--- config.mk ---
export PLATFORM = sky130hd
export DESIGN_NAME = iot_exec
export DESIGN_NICKNAME = d
export VERILOG_FILES = /design/src/rtl/iot_pkg.sv /design/src/rtl/iot_exec.sv /design/src/rtl/iot_sync.sv
export SDC_FILE = /design/constraint.sdc
export NUM_CORES = 1
export LEC_CHECK = 0
export BUFFER_PORTS_ARGS = -buffer_cell sky130_fd_sc_hd__buf_4
export CAP_MARGIN = 10
export CORE_UTILIZATION = 50
export DETAILED_ROUTE_END_ITERATION = 10
export GPL_TIMING_DRIVEN = 0
export PLACE_DENSITY = 0.7
export SYNTH_ARGS = -nofsm -noshare
export SYNTH_HDL_FRONTEND = slang
export SYNTH_SLANG_ARGS = --single-unit
--- constraint.sdc ---
create_clock -name sys_clk -period 25.2 [get_ports sys_clk]
set_clock_uncertainty 0.2 [all_clocks]
set_input_delay 5.04 -clock sys_clk [delete_from_list [all_inputs] [get_ports sys_clk]]
set_output_delay 5.04 -clock sys_clk [all_outputs]
set_load 0.01 [all_outputs]
--- src/rtl/iot_pkg.sv ---
/*
  Constants, opcode patterns and helper functions for the port and data
  transfer execution unit of a 4-bit core.
  Assumes one 10 MHz core clock and an active-high asynchronous reset.
*/
// Overview of operation
// [RULE1] port input loads accumulator from port, clears carry, one cycle
// [RULE2] only port numbers 0, 1, 3, 4 in group 0 or 1 exist
// [RULE3] port output latches accumulator into port, held until rewritten
// [RULE4] port and: accumulator anded with port, carry = a3 and port bit 3
// [RULE5] port or: accumulator ored with port, carry cleared
// [RULE6] port xor: accumulator xored with port, carry = a3 and port bit 3
// [RULE7] immediate byte to port pair: high nibble group 1, low nibble group 0
// [RULE8] register to accumulator from any of 32 registers, carry cleared
// [RULE9] high nibble fetch loads rom bits 7-4, ignores bit 9, clears carry
// [RULE10] low nibble fetch loads rom bits 3-0, ignores bit 8, clears carry
// [RULE11] rom address is page bits above pair 0 (bank 1 high nibble)
// [RULE12] immediate nibble from second word low bits loads accumulator, carry cleared
// [RULE13] accumulator to register writes one register, nothing else changes
// [RULE14] immediate byte to pair: bank 1 upper nibble, bank 0 lower nibble
// [RULE15] rom word to pair 1 to F, addressed by page and pair 0
// [RULE16] program memory spans 000H to 3FFH, only page 0 in use
// [RULE17] group bit picks port group, low three bits pick port number
// [RULE18] bank bit picks register bank, low four bits pick index
// [RULE19] pair gets rom bits 7-0; bits 9 and 8 go to extra storage
package iot_pkg;

  localparam int DATA_W = 4;
  localparam int WORD_W = 10;
  localparam int PAGE_W = 2;
  localparam int PAIR_W = 8;

  // values after reset
  localparam logic [3:0] RESET_NIBBLE = 4'h0;
  localparam logic RESET_CARRY = 1'b0;
  localparam logic [1:0] RESET_PAGE = 2'h0;

  // field positions in the first instruction word
  localparam int GROUP_BIT = 5;
  localparam int BANK_BIT = 5;

  // opcode patterns
  localparam logic [3:0] OPC_TOP_IN = 4'hf;
  localparam logic [3:0] OPC_TOP_OUT = 4'h2;
  localparam logic [3:0] OPC_TOP_AND = 4'hd;
  localparam logic [3:0] OPC_TOP_OR = 4'he;
  localparam logic [3:0] OPC_TOP_XOR = 4'ha;
  localparam logic [1:0] OPC_PORT_TAG = 2'h3;
  localparam logic [9:0] OPC_ROM_HIGH = 10'h3d0;
  localparam logic [9:0] OPC_ROM_LOW = 10'h3f0;
  localparam logic [9:0] OPC_ACC_IMM = 10'h3f1;
  localparam logic [6:0] OPC_PORT_IMM = 7'h1b;
  localparam logic [5:0] OPC_PAIR_ROM = 6'h0e;
  localparam logic [5:0] OPC_PAIR_IMM = 6'h0c;

  typedef enum logic [3:0] {
    IOT_OP_NONE, IOT_OP_IN, IOT_OP_OUT, IOT_OP_AND, IOT_OP_OR, IOT_OP_XOR,
    IOT_OP_PORT_IMM, IOT_OP_REG_TO_ACC, IOT_OP_ROM_HIGH, IOT_OP_ROM_LOW,
    IOT_OP_ACC_IMM, IOT_OP_ACC_TO_REG, IOT_OP_PAIR_IMM, IOT_OP_PAIR_ROM
  } iot_op_type;

  // port number to storage slot; bit 2 of the result marks a legal number
  function automatic logic [2:0] iot_port_slot(input logic [2:0] num);
    unique case (num)
      3'h0: iot_port_slot = 3'h4;
      3'h1: iot_port_slot = 3'h5;
      3'h3: iot_port_slot = 3'h6;
      3'h4: iot_port_slot = 3'h7;
      default: iot_port_slot = 3'h0;
    endcase
  endfunction : iot_port_slot

endpackage : iot_pkg

--- src/rtl/iot_exec.sv ---
/*
  Execution unit for the port input/output and data transfer instructions
  of a 4-bit core: accumulator, carry, 32 general registers, port latches,
  page register and the program memory address.
  Assumes the fetch logic presents both words of an instruction with a
  one-cycle instr_valid, and that program memory answers rom_addr
  combinationally on rom_data within the same cycle.
*/
`timescale 1ns/1ps
module iot_exec (
  input wire logic sys_clk,
  input wire logic rst,
  input wire logic instr_valid,
  input wire logic [iot_pkg::WORD_W-1:0] instr_word,
  input wire logic [iot_pkg::WORD_W-1:0] instr_word2,
  input wire logic [iot_pkg::WORD_W-1:0] rom_data,
  input wire logic page_load,
  input wire logic [iot_pkg::PAGE_W-1:0] page_value,
  input wire logic [1:0][3:0][3:0] port_pins_in,
  output logic [1:0][3:0][3:0] port_latch,
  output logic [iot_pkg::DATA_W-1:0] accumulator,
  output logic carry_flag,
  output logic [iot_pkg::WORD_W-1:0] rom_addr,
  output logic [iot_pkg::PAGE_W-1:0] rom_page_select_control,
  output logic [1:0] rom_extra_bits,
  output logic exec_done,
  output logic instr_undefined
);
  import iot_pkg::*;

  logic [1:0][3:0][3:0] port_sync;
  logic [1:0][15:0][3:0] regs;
  iot_op_type op;
  logic [2:0] slot_code;
  logic port_group;
  logic [1:0] slot;
  logic [3:0] port_val;
  logic [3:0] rom_nibble;
  logic [3:0] next_acc;
  logic next_carry;
  logic acc_wr;
  logic lo_wr;
  logic hi_wr;
  logic [3:0] wr_idx;
  logic [3:0] lo_data;
  logic [3:0] hi_data;
  logic next_undef;
  logic [7:0] next_pair0;
  logic [PAGE_W-1:0] next_page;

  iot_sync #(.WIDTH(32)) u_pin_sync (
    .sys_clk(sys_clk),
    .rst(rst),
    .pins(port_pins_in),
    .synced(port_sync)
  );

  // port selection fields and the value of the addressed port
  assign port_group = instr_word[GROUP_BIT]; // RULE17
  assign slot_code = iot_port_slot(instr_word[2:0]); // RULE17
  assign slot = slot_code[1:0];
  assign port_val = port_sync[port_group][slot];

  // nibble taken from the addressed rom word; bits 9 and 8 never reach it
  assign rom_nibble = (op == IOT_OP_ROM_HIGH) ? rom_data[7:4] : rom_data[3:0]; // RULE9 RULE10

  // decode; port codes other than 0, 1, 3, 4 fall to none
  always_comb begin
    op = IOT_OP_NONE;
    next_undef = 1'b0;
    if (instr_word == OPC_ROM_HIGH) begin
      op = IOT_OP_ROM_HIGH;
    end else if (instr_word == OPC_ROM_LOW) begin
      op = IOT_OP_ROM_LOW;
    end else if (instr_word == OPC_ACC_IMM) begin
      op = IOT_OP_ACC_IMM;
    end else if (instr_word[9:3] == OPC_PORT_IMM) begin
      op = IOT_OP_PORT_IMM;
    end else if (instr_word[9:4] == OPC_PAIR_ROM) begin
      op = IOT_OP_PAIR_ROM;
    end else if (instr_word[9:4] == OPC_PAIR_IMM) begin
      op = IOT_OP_PAIR_IMM;
    end else if (instr_word[4:3] == OPC_PORT_TAG) begin
      unique case (instr_word[9:6])
        OPC_TOP_IN: op = IOT_OP_IN;
        OPC_TOP_OUT: op = IOT_OP_OUT;
        OPC_TOP_AND: op = IOT_OP_AND;
        OPC_TOP_OR: op = IOT_OP_OR;
        OPC_TOP_XOR: op = IOT_OP_XOR;
        default: op = IOT_OP_NONE;
      endcase
    end else if (instr_word[4] == 1'b0 && instr_word[9:6] == OPC_TOP_IN) begin
      op = IOT_OP_REG_TO_ACC;
    end else if (instr_word[4] == 1'b0 && instr_word[9:6] == OPC_TOP_OUT) begin
      op = IOT_OP_ACC_TO_REG;
    end
    // a port opcode with an undefined port number does nothing
    if (!slot_code[2] && op inside {IOT_OP_IN, IOT_OP_OUT, IOT_OP_AND, IOT_OP_OR,
                                     IOT_OP_XOR, IOT_OP_PORT_IMM}) begin // RULE2
      op = IOT_OP_NONE;
    end
    // pair 0 cannot take a rom word: it is the pointer being used
    if (op == IOT_OP_PAIR_ROM && instr_word[3:0] == 4'h0) begin // RULE15
      op = IOT_OP_NONE;
    end
    if (op == IOT_OP_NONE) begin
      next_undef = instr_valid;
    end
  end

  // accumulator and carry results
  always_comb begin
    acc_wr = 1'b1;
    next_acc = accumulator;
    next_carry = carry_flag;
    unique case (op)
      IOT_OP_IN: begin
        next_acc = port_val; // RULE1
        next_carry = 1'b0; // RULE1
      end
      IOT_OP_AND: begin
        next_acc = accumulator & port_val; // RULE4
        next_carry = accumulator[3] & port_val[3]; // RULE4
      end
      IOT_OP_OR: begin
        next_acc = accumulator | port_val; // RULE5
        next_carry = 1'b0; // RULE5
      end
      IOT_OP_XOR: begin
        next_acc = accumulator ^ port_val; // RULE6
        next_carry = accumulator[3] & port_val[3]; // RULE6
      end
      IOT_OP_REG_TO_ACC: begin
        next_acc = regs[instr_word[BANK_BIT]][instr_word[3:0]]; // RULE8 RULE18
        next_carry = 1'b0; // RULE8
      end
      IOT_OP_ROM_HIGH, IOT_OP_ROM_LOW: begin
        next_acc = rom_nibble; // RULE9 RULE10
        next_carry = 1'b0; // RULE9 RULE10
      end
      IOT_OP_ACC_IMM: begin
        next_acc = instr_word2[3:0]; // RULE12
        next_carry = 1'b0; // RULE12
      end
      default: acc_wr = 1'b0;
    endcase
  end

  // register writes: up to one bank 0 and one bank 1 entry, same index
  always_comb begin
    lo_wr = 1'b0;
    hi_wr = 1'b0;
    wr_idx = instr_word[3:0]; // RULE18
    lo_data = accumulator;
    hi_data = accumulator;
    unique case (op)
      IOT_OP_ACC_TO_REG: begin
        lo_wr = ~instr_word[BANK_BIT]; // RULE13
        hi_wr = instr_word[BANK_BIT]; // RULE13
      end
      IOT_OP_PAIR_IMM: begin
        lo_wr = 1'b1;
        hi_wr = 1'b1;
        lo_data = instr_word2[3:0]; // RULE14
        hi_data = instr_word2[7:4]; // RULE14
      end
      IOT_OP_PAIR_ROM: begin
        lo_wr = 1'b1;
        hi_wr = 1'b1;
        lo_data = rom_data[3:0]; // RULE19
        hi_data = rom_data[7:4]; // RULE19
      end
      default: begin
        lo_wr = 1'b0;
        hi_wr = 1'b0;
      end
    endcase
  end

  // accumulator and carry
  always_ff @(posedge sys_clk or posedge rst) begin
    if (rst) begin
      accumulator <= RESET_NIBBLE;
      carry_flag <= RESET_CARRY;
    end else if (instr_valid && acc_wr) begin
      accumulator <= next_acc;
      carry_flag <= next_carry;
    end
  end

  // general registers, kept in flops
  always_ff @(posedge sys_clk or posedge rst) begin
    if (rst) begin
      regs <= '0;
    end else if (instr_valid) begin
      if (lo_wr) begin
        regs[0][wr_idx] <= lo_data;
      end
      if (hi_wr) begin
        regs[1][wr_idx] <= hi_data;
      end
    end
  end

  // port output latches hold until the next write
  always_ff @(posedge sys_clk or posedge rst) begin
    if (rst) begin
      port_latch <= '0;
    end else if (instr_valid && op == IOT_OP_OUT) begin
      port_latch[port_group][slot] <= accumulator; // RULE3
    end else if (instr_valid && op == IOT_OP_PORT_IMM) begin
      port_latch[1][slot] <= instr_word2[7:4]; // RULE7
      port_latch[0][slot] <= instr_word2[3:0]; // RULE7
    end
  end

  // bits 9 and 8 of a rom word moved into a pair
  always_ff @(posedge sys_clk or posedge rst) begin
    if (rst) begin
      rom_extra_bits <= 2'h0;
    end else if (instr_valid && op == IOT_OP_PAIR_ROM) begin
      rom_extra_bits <= rom_data[9:8]; // RULE19
    end
  end

  // page register; only page 0 is populated, so software keeps it at 0
  assign next_page = page_load ? page_value : rom_page_select_control; // RULE16
  always_ff @(posedge sys_clk or posedge rst) begin
    if (rst) begin
      rom_page_select_control <= RESET_PAGE;
    end else begin
      rom_page_select_control <= next_page;
    end
  end

  // pointer pair after this cycle's writes, so rom_addr is never stale
  always_comb begin
    next_pair0 = {regs[1][0], regs[0][0]};
    if (instr_valid && wr_idx == 4'h0) begin
      if (hi_wr) begin
        next_pair0[7:4] = hi_data;
      end
      if (lo_wr) begin
        next_pair0[3:0] = lo_data;
      end
    end
  end

  // rom address: page above the pointer pair, bank 1 high nibble
  always_ff @(posedge sys_clk or posedge rst) begin
    if (rst) begin
      rom_addr <= '0;
    end else begin
      rom_addr <= {next_page, next_pair0}; // RULE11
    end
  end

  // completion and undefined-code pulses
  always_ff @(posedge sys_clk or posedge rst) begin
    if (rst) begin
      exec_done <= 1'b0;
      instr_undefined <= 1'b0;
    end else begin
      exec_done <= instr_valid; // RULE1
      instr_undefined <= next_undef; // RULE2
    end
  end

  // checks
  chk_in_load: assert property (@(posedge sys_clk) disable iff (rst) // RULE1
    instr_valid && op == IOT_OP_IN |=> accumulator == $past(port_val) && !carry_flag)
    else $error("port input did not load accumulator");

  chk_bad_port: assert property (@(posedge sys_clk) disable iff (rst) // RULE2
    instr_valid && instr_word[9:6] == OPC_TOP_OUT && instr_word[4:3] == OPC_PORT_TAG
    && !slot_code[2] |=> $stable(port_latch) && instr_undefined)
    else $error("undefined port number changed a latch");

  chk_out_hold: assert property (@(posedge sys_clk) disable iff (rst) // RULE3
    instr_valid && op == IOT_OP_OUT |=> port_latch[$past(port_group)][$past(slot)] == $past(accumulator))
    else $error("port output not latched");

  chk_and_carry: assert property (@(posedge sys_clk) disable iff (rst) // RULE4
    instr_valid && op == IOT_OP_AND |=> carry_flag == ($past(accumulator[3]) & $past(port_val[3])))
    else $error("port and carry wrong");

  chk_or_result: assert property (@(posedge sys_clk) disable iff (rst) // RULE5
    instr_valid && op == IOT_OP_OR |=> accumulator == ($past(accumulator) | $past(port_val)) && !carry_flag)
    else $error("port or result wrong");

  chk_xor_result: assert property (@(posedge sys_clk) disable iff (rst) // RULE6
    instr_valid && op == IOT_OP_XOR |=> accumulator == ($past(accumulator) ^ $past(port_val)))
    else $error("port xor result wrong");

  chk_imm_pair: assert property (@(posedge sys_clk) disable iff (rst) // RULE7
    instr_valid && op == IOT_OP_PORT_IMM |=>
    {port_latch[1][$past(slot)], port_latch[0][$past(slot)]} == $past(instr_word2[7:0]))
    else $error("immediate byte not split over port pair");

  chk_rom_high: assert property (@(posedge sys_clk) disable iff (rst) // RULE9
    instr_valid && op == IOT_OP_ROM_HIGH |=> accumulator == $past(rom_data[7:4]) && !carry_flag)
    else $error("high nibble fetch wrong");

  chk_rom_addr: assert property (@(posedge sys_clk) disable iff (rst) // RULE11
    instr_valid && op == IOT_OP_PAIR_IMM && instr_word[3:0] == 4'h0
    |=> rom_addr[7:0] == $past(instr_word2[7:0]))
    else $error("rom pointer not updated from pair 0");

  // checked at the very next edge, so a following instruction cannot mask a missed write
  chk_reg_move: assert property (@(posedge sys_clk) disable iff (rst) // RULE13
    instr_valid && op == IOT_OP_ACC_TO_REG |=> $stable(accumulator) && $stable(carry_flag)
    && $stable(port_latch) && regs[$past(instr_word[BANK_BIT])][$past(instr_word[3:0])] == $past(accumulator))
    else $error("register move changed other state or missed");

  chk_pair_rom: assert property (@(posedge sys_clk) disable iff (rst) // RULE19
    instr_valid && op == IOT_OP_PAIR_ROM |=> rom_extra_bits == $past(rom_data[9:8]))
    else $error("rom word upper bits not kept");

  chk_done_pulse: assert property (@(posedge sys_clk) disable iff (rst) // RULE1
    instr_valid |=> exec_done)
    else $error("instruction did not complete in one cycle");

  chk_and_result: assert property (@(posedge sys_clk) disable iff (rst) // RULE4
    instr_valid && op == IOT_OP_AND |=> accumulator == ($past(accumulator) & $past(port_val)))
    else $error("port and result wrong");

  chk_xor_carry: assert property (@(posedge sys_clk) disable iff (rst) // RULE6
    instr_valid && op == IOT_OP_XOR |=> carry_flag == ($past(accumulator[3]) & $past(port_val[3])))
    else $error("port xor carry wrong");

  chk_reg_to_acc: assert property (@(posedge sys_clk) disable iff (rst) // RULE8
    instr_valid && op == IOT_OP_REG_TO_ACC
    |=> accumulator == $past(regs[instr_word[BANK_BIT]][instr_word[3:0]]) && !carry_flag)
    else $error("register to accumulator move wrong");

  chk_rom_low: assert property (@(posedge sys_clk) disable iff (rst) // RULE10
    instr_valid && op == IOT_OP_ROM_LOW |=> accumulator == $past(rom_data[3:0]) && !carry_flag)
    else $error("low nibble fetch wrong");

  chk_acc_imm: assert property (@(posedge sys_clk) disable iff (rst) // RULE12
    instr_valid && op == IOT_OP_ACC_IMM |=> accumulator == $past(instr_word2[3:0]) && !carry_flag)
    else $error("immediate nibble not loaded");

  // both halves of the pair land at the same index
  chk_pair_imm: assert property (@(posedge sys_clk) disable iff (rst) // RULE14
    instr_valid && op == IOT_OP_PAIR_IMM
    |=> regs[1][$past(instr_word[3:0])] == $past(instr_word2[7:4])
    && regs[0][$past(instr_word[3:0])] == $past(instr_word2[3:0]))
    else $error("immediate byte not split over register pair");

  // pair 0 is the pointer, so a rom word must never land there
  chk_pair0_refused: assert property (@(posedge sys_clk) disable iff (rst) // RULE15
    instr_valid && instr_word[9:4] == OPC_PAIR_ROM && instr_word[3:0] == 4'h0
    |=> $stable(regs) && instr_undefined)
    else $error("rom word moved into pointer pair");
endmodule : iot_exec

--- src/rtl/iot_sync.sv ---
/*
  Two-stage synchroniser for the port input pins.
  Assumes the pins change with no relation to sys_clk.
*/
`timescale 1ns/1ps
module iot_sync #(
  parameter int WIDTH = 32
) (
  input wire logic sys_clk,
  input wire logic rst,
  input wire logic [WIDTH-1:0] pins,
  output logic [WIDTH-1:0] synced
);
  logic [WIDTH-1:0] stage1;

  // first stage is read by the second stage only
  always_ff @(posedge sys_clk or posedge rst) begin
    if (rst) begin
      stage1 <= '0;
      synced <= '0;
    end else begin
      stage1 <= pins;
      synced <= stage1;
    end
  end
endmodule : iot_sync

; ---- After elaboration in Yosys (flattened, before gate mapping)
; Cells that the tools add are included.
[op_classes]
magnitude_cmp = 6
eq_ne = 35
n_mux = 47
bitwise_logic = 6
n_reduce_logical = 29
[ops]
columns = operator, count
row1 = $bwmux W64, 2
row2 = $mux W64, 2
row3 = $mux W4, 18
row4 = $mux W32, 2
row5 = $mux W16, 3
row6 = $eq A4 B4 Y1 const B, 11
row7 = $bwmux W16, 2
row8 = $bwmux W32, 1
row9 = $eq A10 B10 Y1 const B, 3
row10 = $eq A4 B3 Y1 const B, 7
row11 = $pmux W4 S7, 1
row12 = $eq A4 B2 Y1 const B, 5
row13 = $bmux W4 S4, 1
row14 = $demux W16 S1, 1
row15 = $demux W4 S4, 1
row16 = $pmux W4 S2, 2
row17 = $pmux W3 S5, 1
row18 = $eq A6 B4 Y1 const B, 2
row19 = $logic_and A1 B1 Y1, 12
row20 = $pmux W3 S4, 1
row21 = $bmux W4 S2, 1
row22 = $demux W4 S2, 1
row23 = $eq A4 B1 Y1 const B, 2
row24 = $logic_not A4 Y1, 2
row25 = 29 further kinds, 39
[word_totals]
reg_bits = 245
input_bits = 68
out_inout_bits = 53
word_cells = 172

; ---- Logic depth before layout (Yosys ltp)
; Gate-level depths: netlist (run 1).
[depth]
ltp_word = 23
ltp_mapped = 13
mapped_depth_nobuf = 11

; ---- By module
; From an unflattened synthesis (run 1), not the netlist that was laid out.
[unflattened]
cells_unflattened = 784
hier_area_um2 = 11019.3
[modules_own_cells]
columns = module, n_inst, cells_each, area_each_um2, seq_area_each_um2
row1 = iot_exec, 1, 719, 9414.0, 4479.3
row2 = iot_sync, 1, 65, 1605.3, 1601.5

; ---- Worst setup path after synthesis (run 1)
; Ideal clock, no wire load.
[synth_timing]
kind = input to register
startpoint = input instr_word[1] (netlist bit)
endpoint = register accumulator[3] (netlist bit)
setup_ns = 0.136
t_arrival_ns = 7.733
required_ns = 24.864
slack_ns = 17.131
path_stages = 13
path_buffers = 2
cell_sequence = clkbuf_1 > buf_2 > nor2b_1 > nor2b_1 > nor2_1 > mux4_2 > mux2_2 > inv_1 > ha_1 > inv_1 > o32ai_1 > a2111oi_0 > o211ai_1
[synth_via]
elab_chain_len = 16
elab_cells_between_ends = 48
[synth_lines]
columns = item, line_no
row1 = from (decl), iot_exec.sv:14  ; input wire logic [iot_pkg::WORD_W-1:0] instr_word,
row2 = $eq A10 B10 Y1, iot_exec.sv:75  ; end else if (instr_word == OPC_ACC_IMM) begin
row3 = $mux W4, iot_exec.sv:75
row4 = $mux W4, iot_exec.sv:73  ; end else if (instr_word == OPC_ROM_LOW) begin
row5 = $mux W4, iot_exec.sv:71  ; if (instr_word == OPC_ROM_HIGH) begin
row6 = $eq A4 B1 Y1 (tied with other cells), iot_exec.sv:98  ; if (!slot_code[2] && op inside {IOT_OP_IN, IOT_OP_OUT, IOT_OP_AND, IOT_OP_OR,
row7 = $reduce_bool A6 Y1, iot_exec.sv:98
row8 = $logic_and A1 B1 Y1, iot_exec.sv:98
row9 = $mux W4, iot_exec.sv:98
row10 = $eq A4 B4 Y1, iot_exec.sv:103  ; if (op == IOT_OP_PAIR_ROM && instr_word[3:0] == 4'h0) begin
row11 = $logic_and A1 B1 Y1, iot_exec.sv:103
row12 = $mux W4, iot_exec.sv:103
row13 = $eq A4 B4 Y1 (tied with other cells), "iot_exec.sv:65, iot_exec.sv:116"
row14 = $reduce_or A8 Y1 (no line), n/a
row15 = $mux W1, iot_exec.sv:116  ; unique case (op)
row16 = $logic_and A1 B1 Y1, iot_exec.sv:185  ; end else if (instr_valid && acc_wr) begin
row17 = $reduce_and A2 Y1 (no line), n/a
row18 = to (signal assigned), iot_exec.sv:186  ; accumulator <= next_acc;
row19 = to (decl), iot_exec.sv:21  ; output logic [iot_pkg::DATA_W-1:0] accumulator,
; Parallel ways exist; a longest one is shown, timed or not. The select of a mux whose other input is x is not followed.
; A chain may end at the register's enable or synchronous reset.

; ---- Final worst setup path (run 1)
[layout_timing]
startpoint = input instr_word[2] (netlist bit)
endpoint = register accumulator[3] (netlist bit)
; The elaborated chain is that of the path after synthesis.

==> reports/qor.txt, run 1 <==
Status - finished, violations left
Violated checks - DRC
Initial antenna violation count - 0
Post-CTS Setup Repair Bufs - 0
Core area - 22000 sq um
Ant diodes - 0
CP arrival - 8.96 ns
Highest clock rate - 114 MHz
RSZ-0062 raised after global routing - false
Main synth FF type - dfrtp_1
Sink Count - 243
Slew Viols, Final - 0
Root Driver - clkbuf_16
Final GP Congestion - 0.943
Worst EP required - 25.41 ns
Final setup fails - 0
Area growth, synth to finish - 19.3%
Critical path endpoint category - flop
Lkg Pwr - 6.45 nW
Buffers on Ports - 114
Effective utilization at floorplan - 0.513
Final WL - 27600 microns
Fin cells - 1237
Met2 usage - 0.373
Seq cells post-synth - 243
Full die area - 23100 sq um
Worst Path Max Fanout - 10
Placed cells - 1186
Setup TNS - 0 ns
Minimum clock period - 8.75 ns
CTS buffer count - 27
DRT iter0 DRCs - 617
HPWL after DPL - 19400 microns
Hold/Removal Path Class - reg2reg
Most frequent cells in the layout - 243 x dfrtp_1, 173 x mux2_2, 119 x buf_4
WS Path Type - in2reg
Final hold vios - 0
Warnings, synthesis - 0
CTS hold repair buffers - 0
Period utilization - 0.347
CP Launch Type - primary input
Clk_lat worst skew - 0.54 ns
Row cnt - 54
GR Util All Layers - 0.245
R2R depth - 6
Die Ht - 152 microns
Largest net degree at the start of global routing - 126
Slew Limit Headroom - 0.148
Antenna Nets Post-Route - 0
Total power - 929 uW
Chip width - 152 microns
Clk slew on worst S/H paths - 0.06 ns
Power per Cell Area - 69.1 nW/um^2
Commonest non-fill, non-tap cell in the layout - dfrtp_1
GRT Max-Usage Layer - met2
FFs w/ async S/R, synth - 1.00
Detailed-route DRC error count - 10
Fin nets - 1012
Synthesized cell area - 11300 sq um
Drt via density - 5.97
Worst VDD drop - 0.0608 mV
Post-CTS sizing - 0
Vias - 7384
DR WL/cell - 22.3 microns
M3 GR Usage - 0.0418
Max Buffers Root-to-Sink - 3
Mapped Cells - 791
Max-capacitance violation count - 0
First-pass DRT Iterations - 8
Post-synth EDFFs - 0
Filler cells - 1708
I/O Pins - 121
TritonCTS clock tree - yes
Worst slew pin tran - 1.25 ns
H-tree levels - 1
GR Util met1 - 0.364
Share of layout cells above drive strength 1 - 0.445
Register area share after synthesis - 0.540
Syn Area/Cell - 14.2 sq um
First-pass GRT wire length - 43700 microns
Syn nets - 867
Gr ovfl total - 0
Via count of the first global-routing pass - 7573
Hold Path Depth - 0
Yosys cell types - 69
[sequential cells by signal (all words and copies together), names as in the netlist]
signal	cells
regs	128
port_latch	32
u_pin_sync.stage1	32
u_pin_sync.synced	32
rom_addr	10
accumulator	4
rom_extra_bits	2
carry_flag	1
exec_done	1
instr_undefined	1
[logic make-up (layout without fill, tap and decap cells)]
group,count (synthesis),in the layout,synth area share
DFF,243,243,0.540
adders and majority gates,8,8,0.00888
AOI/OAI and AO/OA,77,77,0.0625
muxes,233,233,0.271
buffers and inverters,64,230,0.0300
and+or+nand+nor,166,166,0.0876
[routing by layer]
layer	up-vias	wire length [microns]
met2	293	12500
met5	-	0
li1	3270	-
met1	3769	12600
met3	52	1800
met4	0	750
[worst paths after layout]
check	slack, ns	to	start
max	16.45	accumulator[3]$_DFFE_PP0P_	instr_word[2]
min	0.15	u_pin_sync.synced[20]$_DFF_PP0_	u_pin_sync.stage1[20]$_DFF_PP0_
max reg2reg	22.55	accumulator[3]$_DFFE_PP0P_	regs[3]$_DFFE_PP0P_
min reg2reg	0.15	u_pin_sync.synced[20]$_DFF_PP0_	u_pin_sync.stage1[20]$_DFF_PP0_
max in group asynchronous	19.31	regs[76]$_DFFE_PP0P_	rst
min in group asynchronous	4.42	rom_addr[8]$_DFFE_PP0P_	rst
[where the power goes]
part           internal, mW  switching [mW]  total, mW
Combinational        0.0464          0.0669      0.113
Clock                 0.240           0.163      0.403
Sequential            0.405         0.00791      0.413
Total                 0.691           0.238      0.929
[through the flow]
step	worst slack, ns	util	hold slack (ns)	cell area [sq um]
floorplan	13.29	-	0.131	11300
global placement	10.71	0.568	0.132	12500
detailed placement	15.97	0.570	0.135	12500
CTS	16.54	0.612	0.145	13400
global route	16.26	0.612	0.150	13400
finish	16.45	0.612	0.146	13400
[cell usage after synthesis, drive strengths merged, types with 3 or more instances]
| library cell | n | share of area |
|---|---|---|
| dfrtp | 243 | 0.54 |
| a221o | 9 | 0.0089 |
| buf | 26 | 0.017 |
| ha | 8 | 0.0089 |
| nor3 | 4 | 0.0018 |
| nand3 | 14 | 0.0067 |
| nor2b | 8 | 0.0044 |
| o311ai | 3 | 0.0023 |
| and2 | 9 | 0.0050 |
| nand4 | 16 | 0.0089 |
| a211oi | 12 | 0.0091 |
| inv | 21 | 0.0070 |
| a21oi | 10 | 0.0048 |
| mux2 | 181 | 0.18 |
| o211ai | 10 | 0.0079 |
| nand2 | 36 | 0.012 |
| nor2 | 29 | 0.0099 |
| mux2i | 12 | 0.011 |
| mux4 | 40 | 0.080 |
| nor4 | 8 | 0.0069 |
| o21ai | 3 | 0.0017 |
| nor3b | 6 | 0.0044 |
| a22o | 4 | 0.0031 |
| o32ai | 5 | 0.0039 |
| and3b | 8 | 0.0062 |
| and4b | 8 | 0.0071 |
| clkbuf | 17 | 0.0057 |
| nand2b | 7 | 0.0039 |
[critical path, stage by stage]
cell	delay, ns
clkbuf_1	0.35
clkbuf_1	0.50
nor2b_1	0.27
nor2b_1	0.64
nor2_1	0.38
mux4_2	0.36
mux2_2	0.32
inv_1	0.07
ha_1	0.22
inv_1	0.06
o32ai_1	0.08
a2111oi_0	0.50
o211ai_1	0.15
[final cells by class]
cell class              instances  area [sq um]  share of cell area
clock inverters                17           204              0.0152
clock buffers                  33           728              0.0541
plain buffers                  43           259              0.0193
well taps                     280           350              0.0261
flip-flops and latches        243          6080               0.452
inverters                      21          86.3             0.00642
multi-input cells             484          4850               0.361
repair buffers                116           888              0.0661
(Power assumes the default switching activity.)
==> inputs of run 2 (changes only) <==
ABC_AREA = 1   (was default)
PLACE_DENSITY = 0.69   (was 0.7)
clock period = 8.35 ns   (was 25.2 ns; I/O delays follow)
==> reports/qor.txt, run 2 <==
Status - finished, final reports clean
Highest clock rate - 210 MHz
TritonCTS clock tree - yes
CP Launch Type - primary input
CTS hold repair buffers - 0 (unchanged)
Post-CTS sizing - 0 (unchanged)
Area growth, synth to finish - 19.3% (about the same)
Post-synth EDFFs - 0 (unchanged)
Post-CTS Setup Repair Bufs - 0 (unchanged)
Main synth FF type - dfrtp_1
Share of layout cells above drive strength 1 - 0.144 (-0.302)
CP arrival - 5.02 ns (-3.94 ns)
Fin cells - 2027 (+64%)
Most flop-heavy register - regs
Worst VDD drop - 0.152 mV (+150%)
Placed cells - 1979 (+67%)
Antenna Nets Post-Route - 0 (unchanged)
Most frequent cells in the layout - 778 x nand2_1, 243 x dfrtp_1, 134 x buf_4
Core area - 22900 sq um (+4.4%)
Reg2Reg Capture Point - accumulator[1]$_DFFE_PP0P_
Seq cells post-synth - 243 (unchanged)
Yosys cell types - 33 (-52%)
Sink Count - 243 (unchanged)
First-pass DRT Iterations - 5 (-3)
Effective utilization at floorplan - 0.517 (+0.00368)
Hold_sp - u_pin_sync.stage1[29]$_DFF_PP0_
Root Driver - clkbuf_16
I/O Pins - 121 (unchanged)
Power per Cell Area - 211 nW/um^2 (+210%)
DRT iter0 DRCs - 1069 (+73%)
Sw power - 899 uW (+280%)
Most frequent cell after synthesis - nand2_1
Max-capacitance violation count - 0 (unchanged)
Sequential power share - 0.431 (-0.013)
FF-to-FF Start - accumulator[1]$_DFFE_PP0P_
Lkg Pwr - 7.47 nW (+16%)
Synth top cells by count - 778 x nand2_1, 243 x dfrtp_1, 105 x nand3_1
Critical path endpoint category - flop
Vias - 11000 (+48%)
Worst slew pin tran - 0.911 ns (-0.334 ns)
Int Pwr - 2.09 mW (+200%)
Max Buffers Root-to-Sink - 3 (unchanged)
Syn nets - 1618 (+87%)
Full die area - 24300 sq um (+5.0%)
Hold Path Depth - 0 (unchanged)
Buffers on Ports - 118 (+3.5%)
Row cnt - 55 (+1.9%)
Largest net degree at the start of global routing - 44 (-65%)
Die Ht - 156 microns (+2.5%)
Max reg flops - 128 (unchanged)
DR WL/cell - 17.5 microns (-21%)
Endpoint, Worst Hold - u_pin_sync.synced[29]$_DFF_PP0_
Combinational Power Share - 0.173 (+0.051)
RSZ-0062 raised after global routing - false
Minimum clock period - 4.77 ns
Final GP Congestion - 0.955 (+1.3%)
Top cell type's share of synthesized area - 0.513 (-0.0262)
Clock power frac - 0.396 (-0.038)
Flop-to-flop setup slack - 6.34 ns (-16.21 ns)
CTS buffer count - 27 (unchanged)
Register area share after synthesis - 0.513 (-0.0262)
R2R depth - 8 (+2)
Dominant cell type by area after synthesis - dfrtp_1
Largest cells by area after synthesis - dfrtp_1 51%, nand2_1 25%, nand3_1 4.4%
Commonest non-fill, non-tap cell in the layout - nand2_1
Final WL - 35500 microns (+29%)
FFs w/ async S/R, synth - 1.00 (unchanged)
Gr ovfl total - 0 (unchanged)
Setup TNS - 0 ns (unchanged)
Hold/Removal Path Class - reg2reg
Final hold vios - 0 (unchanged)
Period utilization - 0.572
Fin nets - 1771 (+75%)
Syn Area/Cell - 7.68 sq um (-46%)
Detailed-route DRC error count - 0 (-10)
First-pass GRT wire length - 55700 microns (+28%)
Chip width - 156 microns (+2.5%)
Worst Path Max Fanout - 10 (unchanged)
Warnings, synthesis - 0 (unchanged)
Initial antenna violation count - 1 (+1)
Via count of the first global-routing pass - 10200 (+35%)
Worst EP required - 8.59 ns (-16.82 ns)
Clk_lat worst skew - 0.55 ns (about the same)
Slew Viols, Final - 0 (unchanged)
Drt via density - 5.40 (-9.5%)
Slew Limit Headroom - 0.390 (+0.242)
Mapped Cells - 1542 (+95%)
Synthesized cell area - 11800 sq um (+5.1%)
Sw frac - 0.301 (+0.0447)
GR Util All Layers - 0.298 (+0.0531)
Clk slew on worst S/H paths - 0.06 ns (about the same)
HPWL after DPL - 25600 microns (+32%)
Final setup fails - 0 (unchanged)
H-tree levels - 1 (unchanged)
WS Path Type - in2reg
[run 2: changes by cell type after synthesis, sizes merged, moves of 37 or more]
| cell | delta |
|---|---|
| inv | +62 |
| nand2 | +747 |
| mux4 | -40 |
| nor2 | +61 |
| nand3 | +100 |
| mux2 | -175 |
| o21ai | +37 |
[run 2: worst max path at each step]
stage | startpoint | to | slack (ns) | cells after the start
after detailed placement | instr_word[0] | accumulator[1]$_DFFE_PP0P_ | 3.13 | 18
after global routing | instr_word[0] | accumulator[3]$_DFFE_PP0P_ | 3.31 | 18
after global placement | rst | rom_addr[2]$_DFF_PP0_ | 1.88 | 2
final | instr_word[0] | accumulator[1]$_DFFE_PP0P_ | 3.58 | 18
after CTS | instr_word[0] | accumulator[1]$_DFFE_PP0P_ | 3.71 | 18
after floorplan | rst | accumulator[0]$_DFFE_PP0P_ | 3.29 | 1
[run 2: power groups by stage]
stage,registers [mW],logic (mW),clock network [mW]
2_1_floorplan,1.31,0.256,0
3_3_place_gp,1.31,0.494,0
3_5_place_dp,1.31,0.506,0
4_1_cts,1.29,0.506,1.20
5_1_grt,1.29,0.558,1.24
6_report,1.29,0.516,1.18
[run 2: cells by family after synthesis]
group	after synthesis	synth area share
DFF	243	0.513
AOI/OAI and AO/OA	107	0.0575
muxes	6	0.00570
adders and majority gates	8	0.00845
buffers and inverters	143	0.0515
and+or+nand+nor	1035	0.363
[run 2: layer usage]
| metal | vias to the layer above | part of all wire | track usage |
|---|---|---|---|
| li1 | 5190 | - | - |
| met4 | 0 | 0.033 | 0.105 |
| met2 | 521 | 0.44 | 0.451 |
| met5 | - | 0 | 0 |
| met3 | 81 | 0.082 | 0.0528 |
| met1 | 5158 | 0.45 | 0.432 |
[run 2: worst max-delay path, cell delays in order]
cell      delay, ns
buf_4          0.13
inv_1          0.11
nand2_2        0.19
nor2_1         0.54
clkinv_1       0.61
nand2_1        0.27
clkbuf_1       0.36
nand3_1        0.14
nand3_1        0.11
nand2_1        0.12
inv_1          0.08
ha_1           0.24
nand3_1        0.09
nand3_1        0.08
nor2_1         0.12
nand2_1        0.06
nand2_1        0.05
nand2_1        0.05
[run 2: per-stage QoR]
| stage | hold WS [ns] | power, mW | utilization | area [sq um] | setup slack (ns) |
|---|---|---|---|---|---|
| 2_1_floorplan | 0.131 | 1.56 | - | 11800 | 3.29 |
| 3_3_place_gp | 0.132 | 1.80 | 0.573 | 13100 | 1.88 |
| 3_5_place_dp | 0.135 | 1.81 | 0.578 | 13200 | 3.13 |
| 4_1_cts | 0.148 | 2.99 | 0.617 | 14100 | 3.71 |
| 5_1_grt | 0.151 | 3.09 | 0.617 | 14100 | 3.31 |
| 6_report | 0.146 | 2.99 | 0.617 | 14100 | 3.58 |
[run 2: cell type report]
| cell class | count | area [sq um] |
|---|---|---|
| antenna | 1 | 2.50 |
| buffer | 59 | 295 |
| clock buffer | 34 | 742 |
| clock inverter | 13 | 141 |
| fill | 2109 | 8780 |
| inverter | 84 | 319 |
| multi-input combinational | 1156 | 5150 |
| sequential | 243 | 6080 |
| tap | 313 | 392 |
| timing repair buffer | 124 | 1010 |
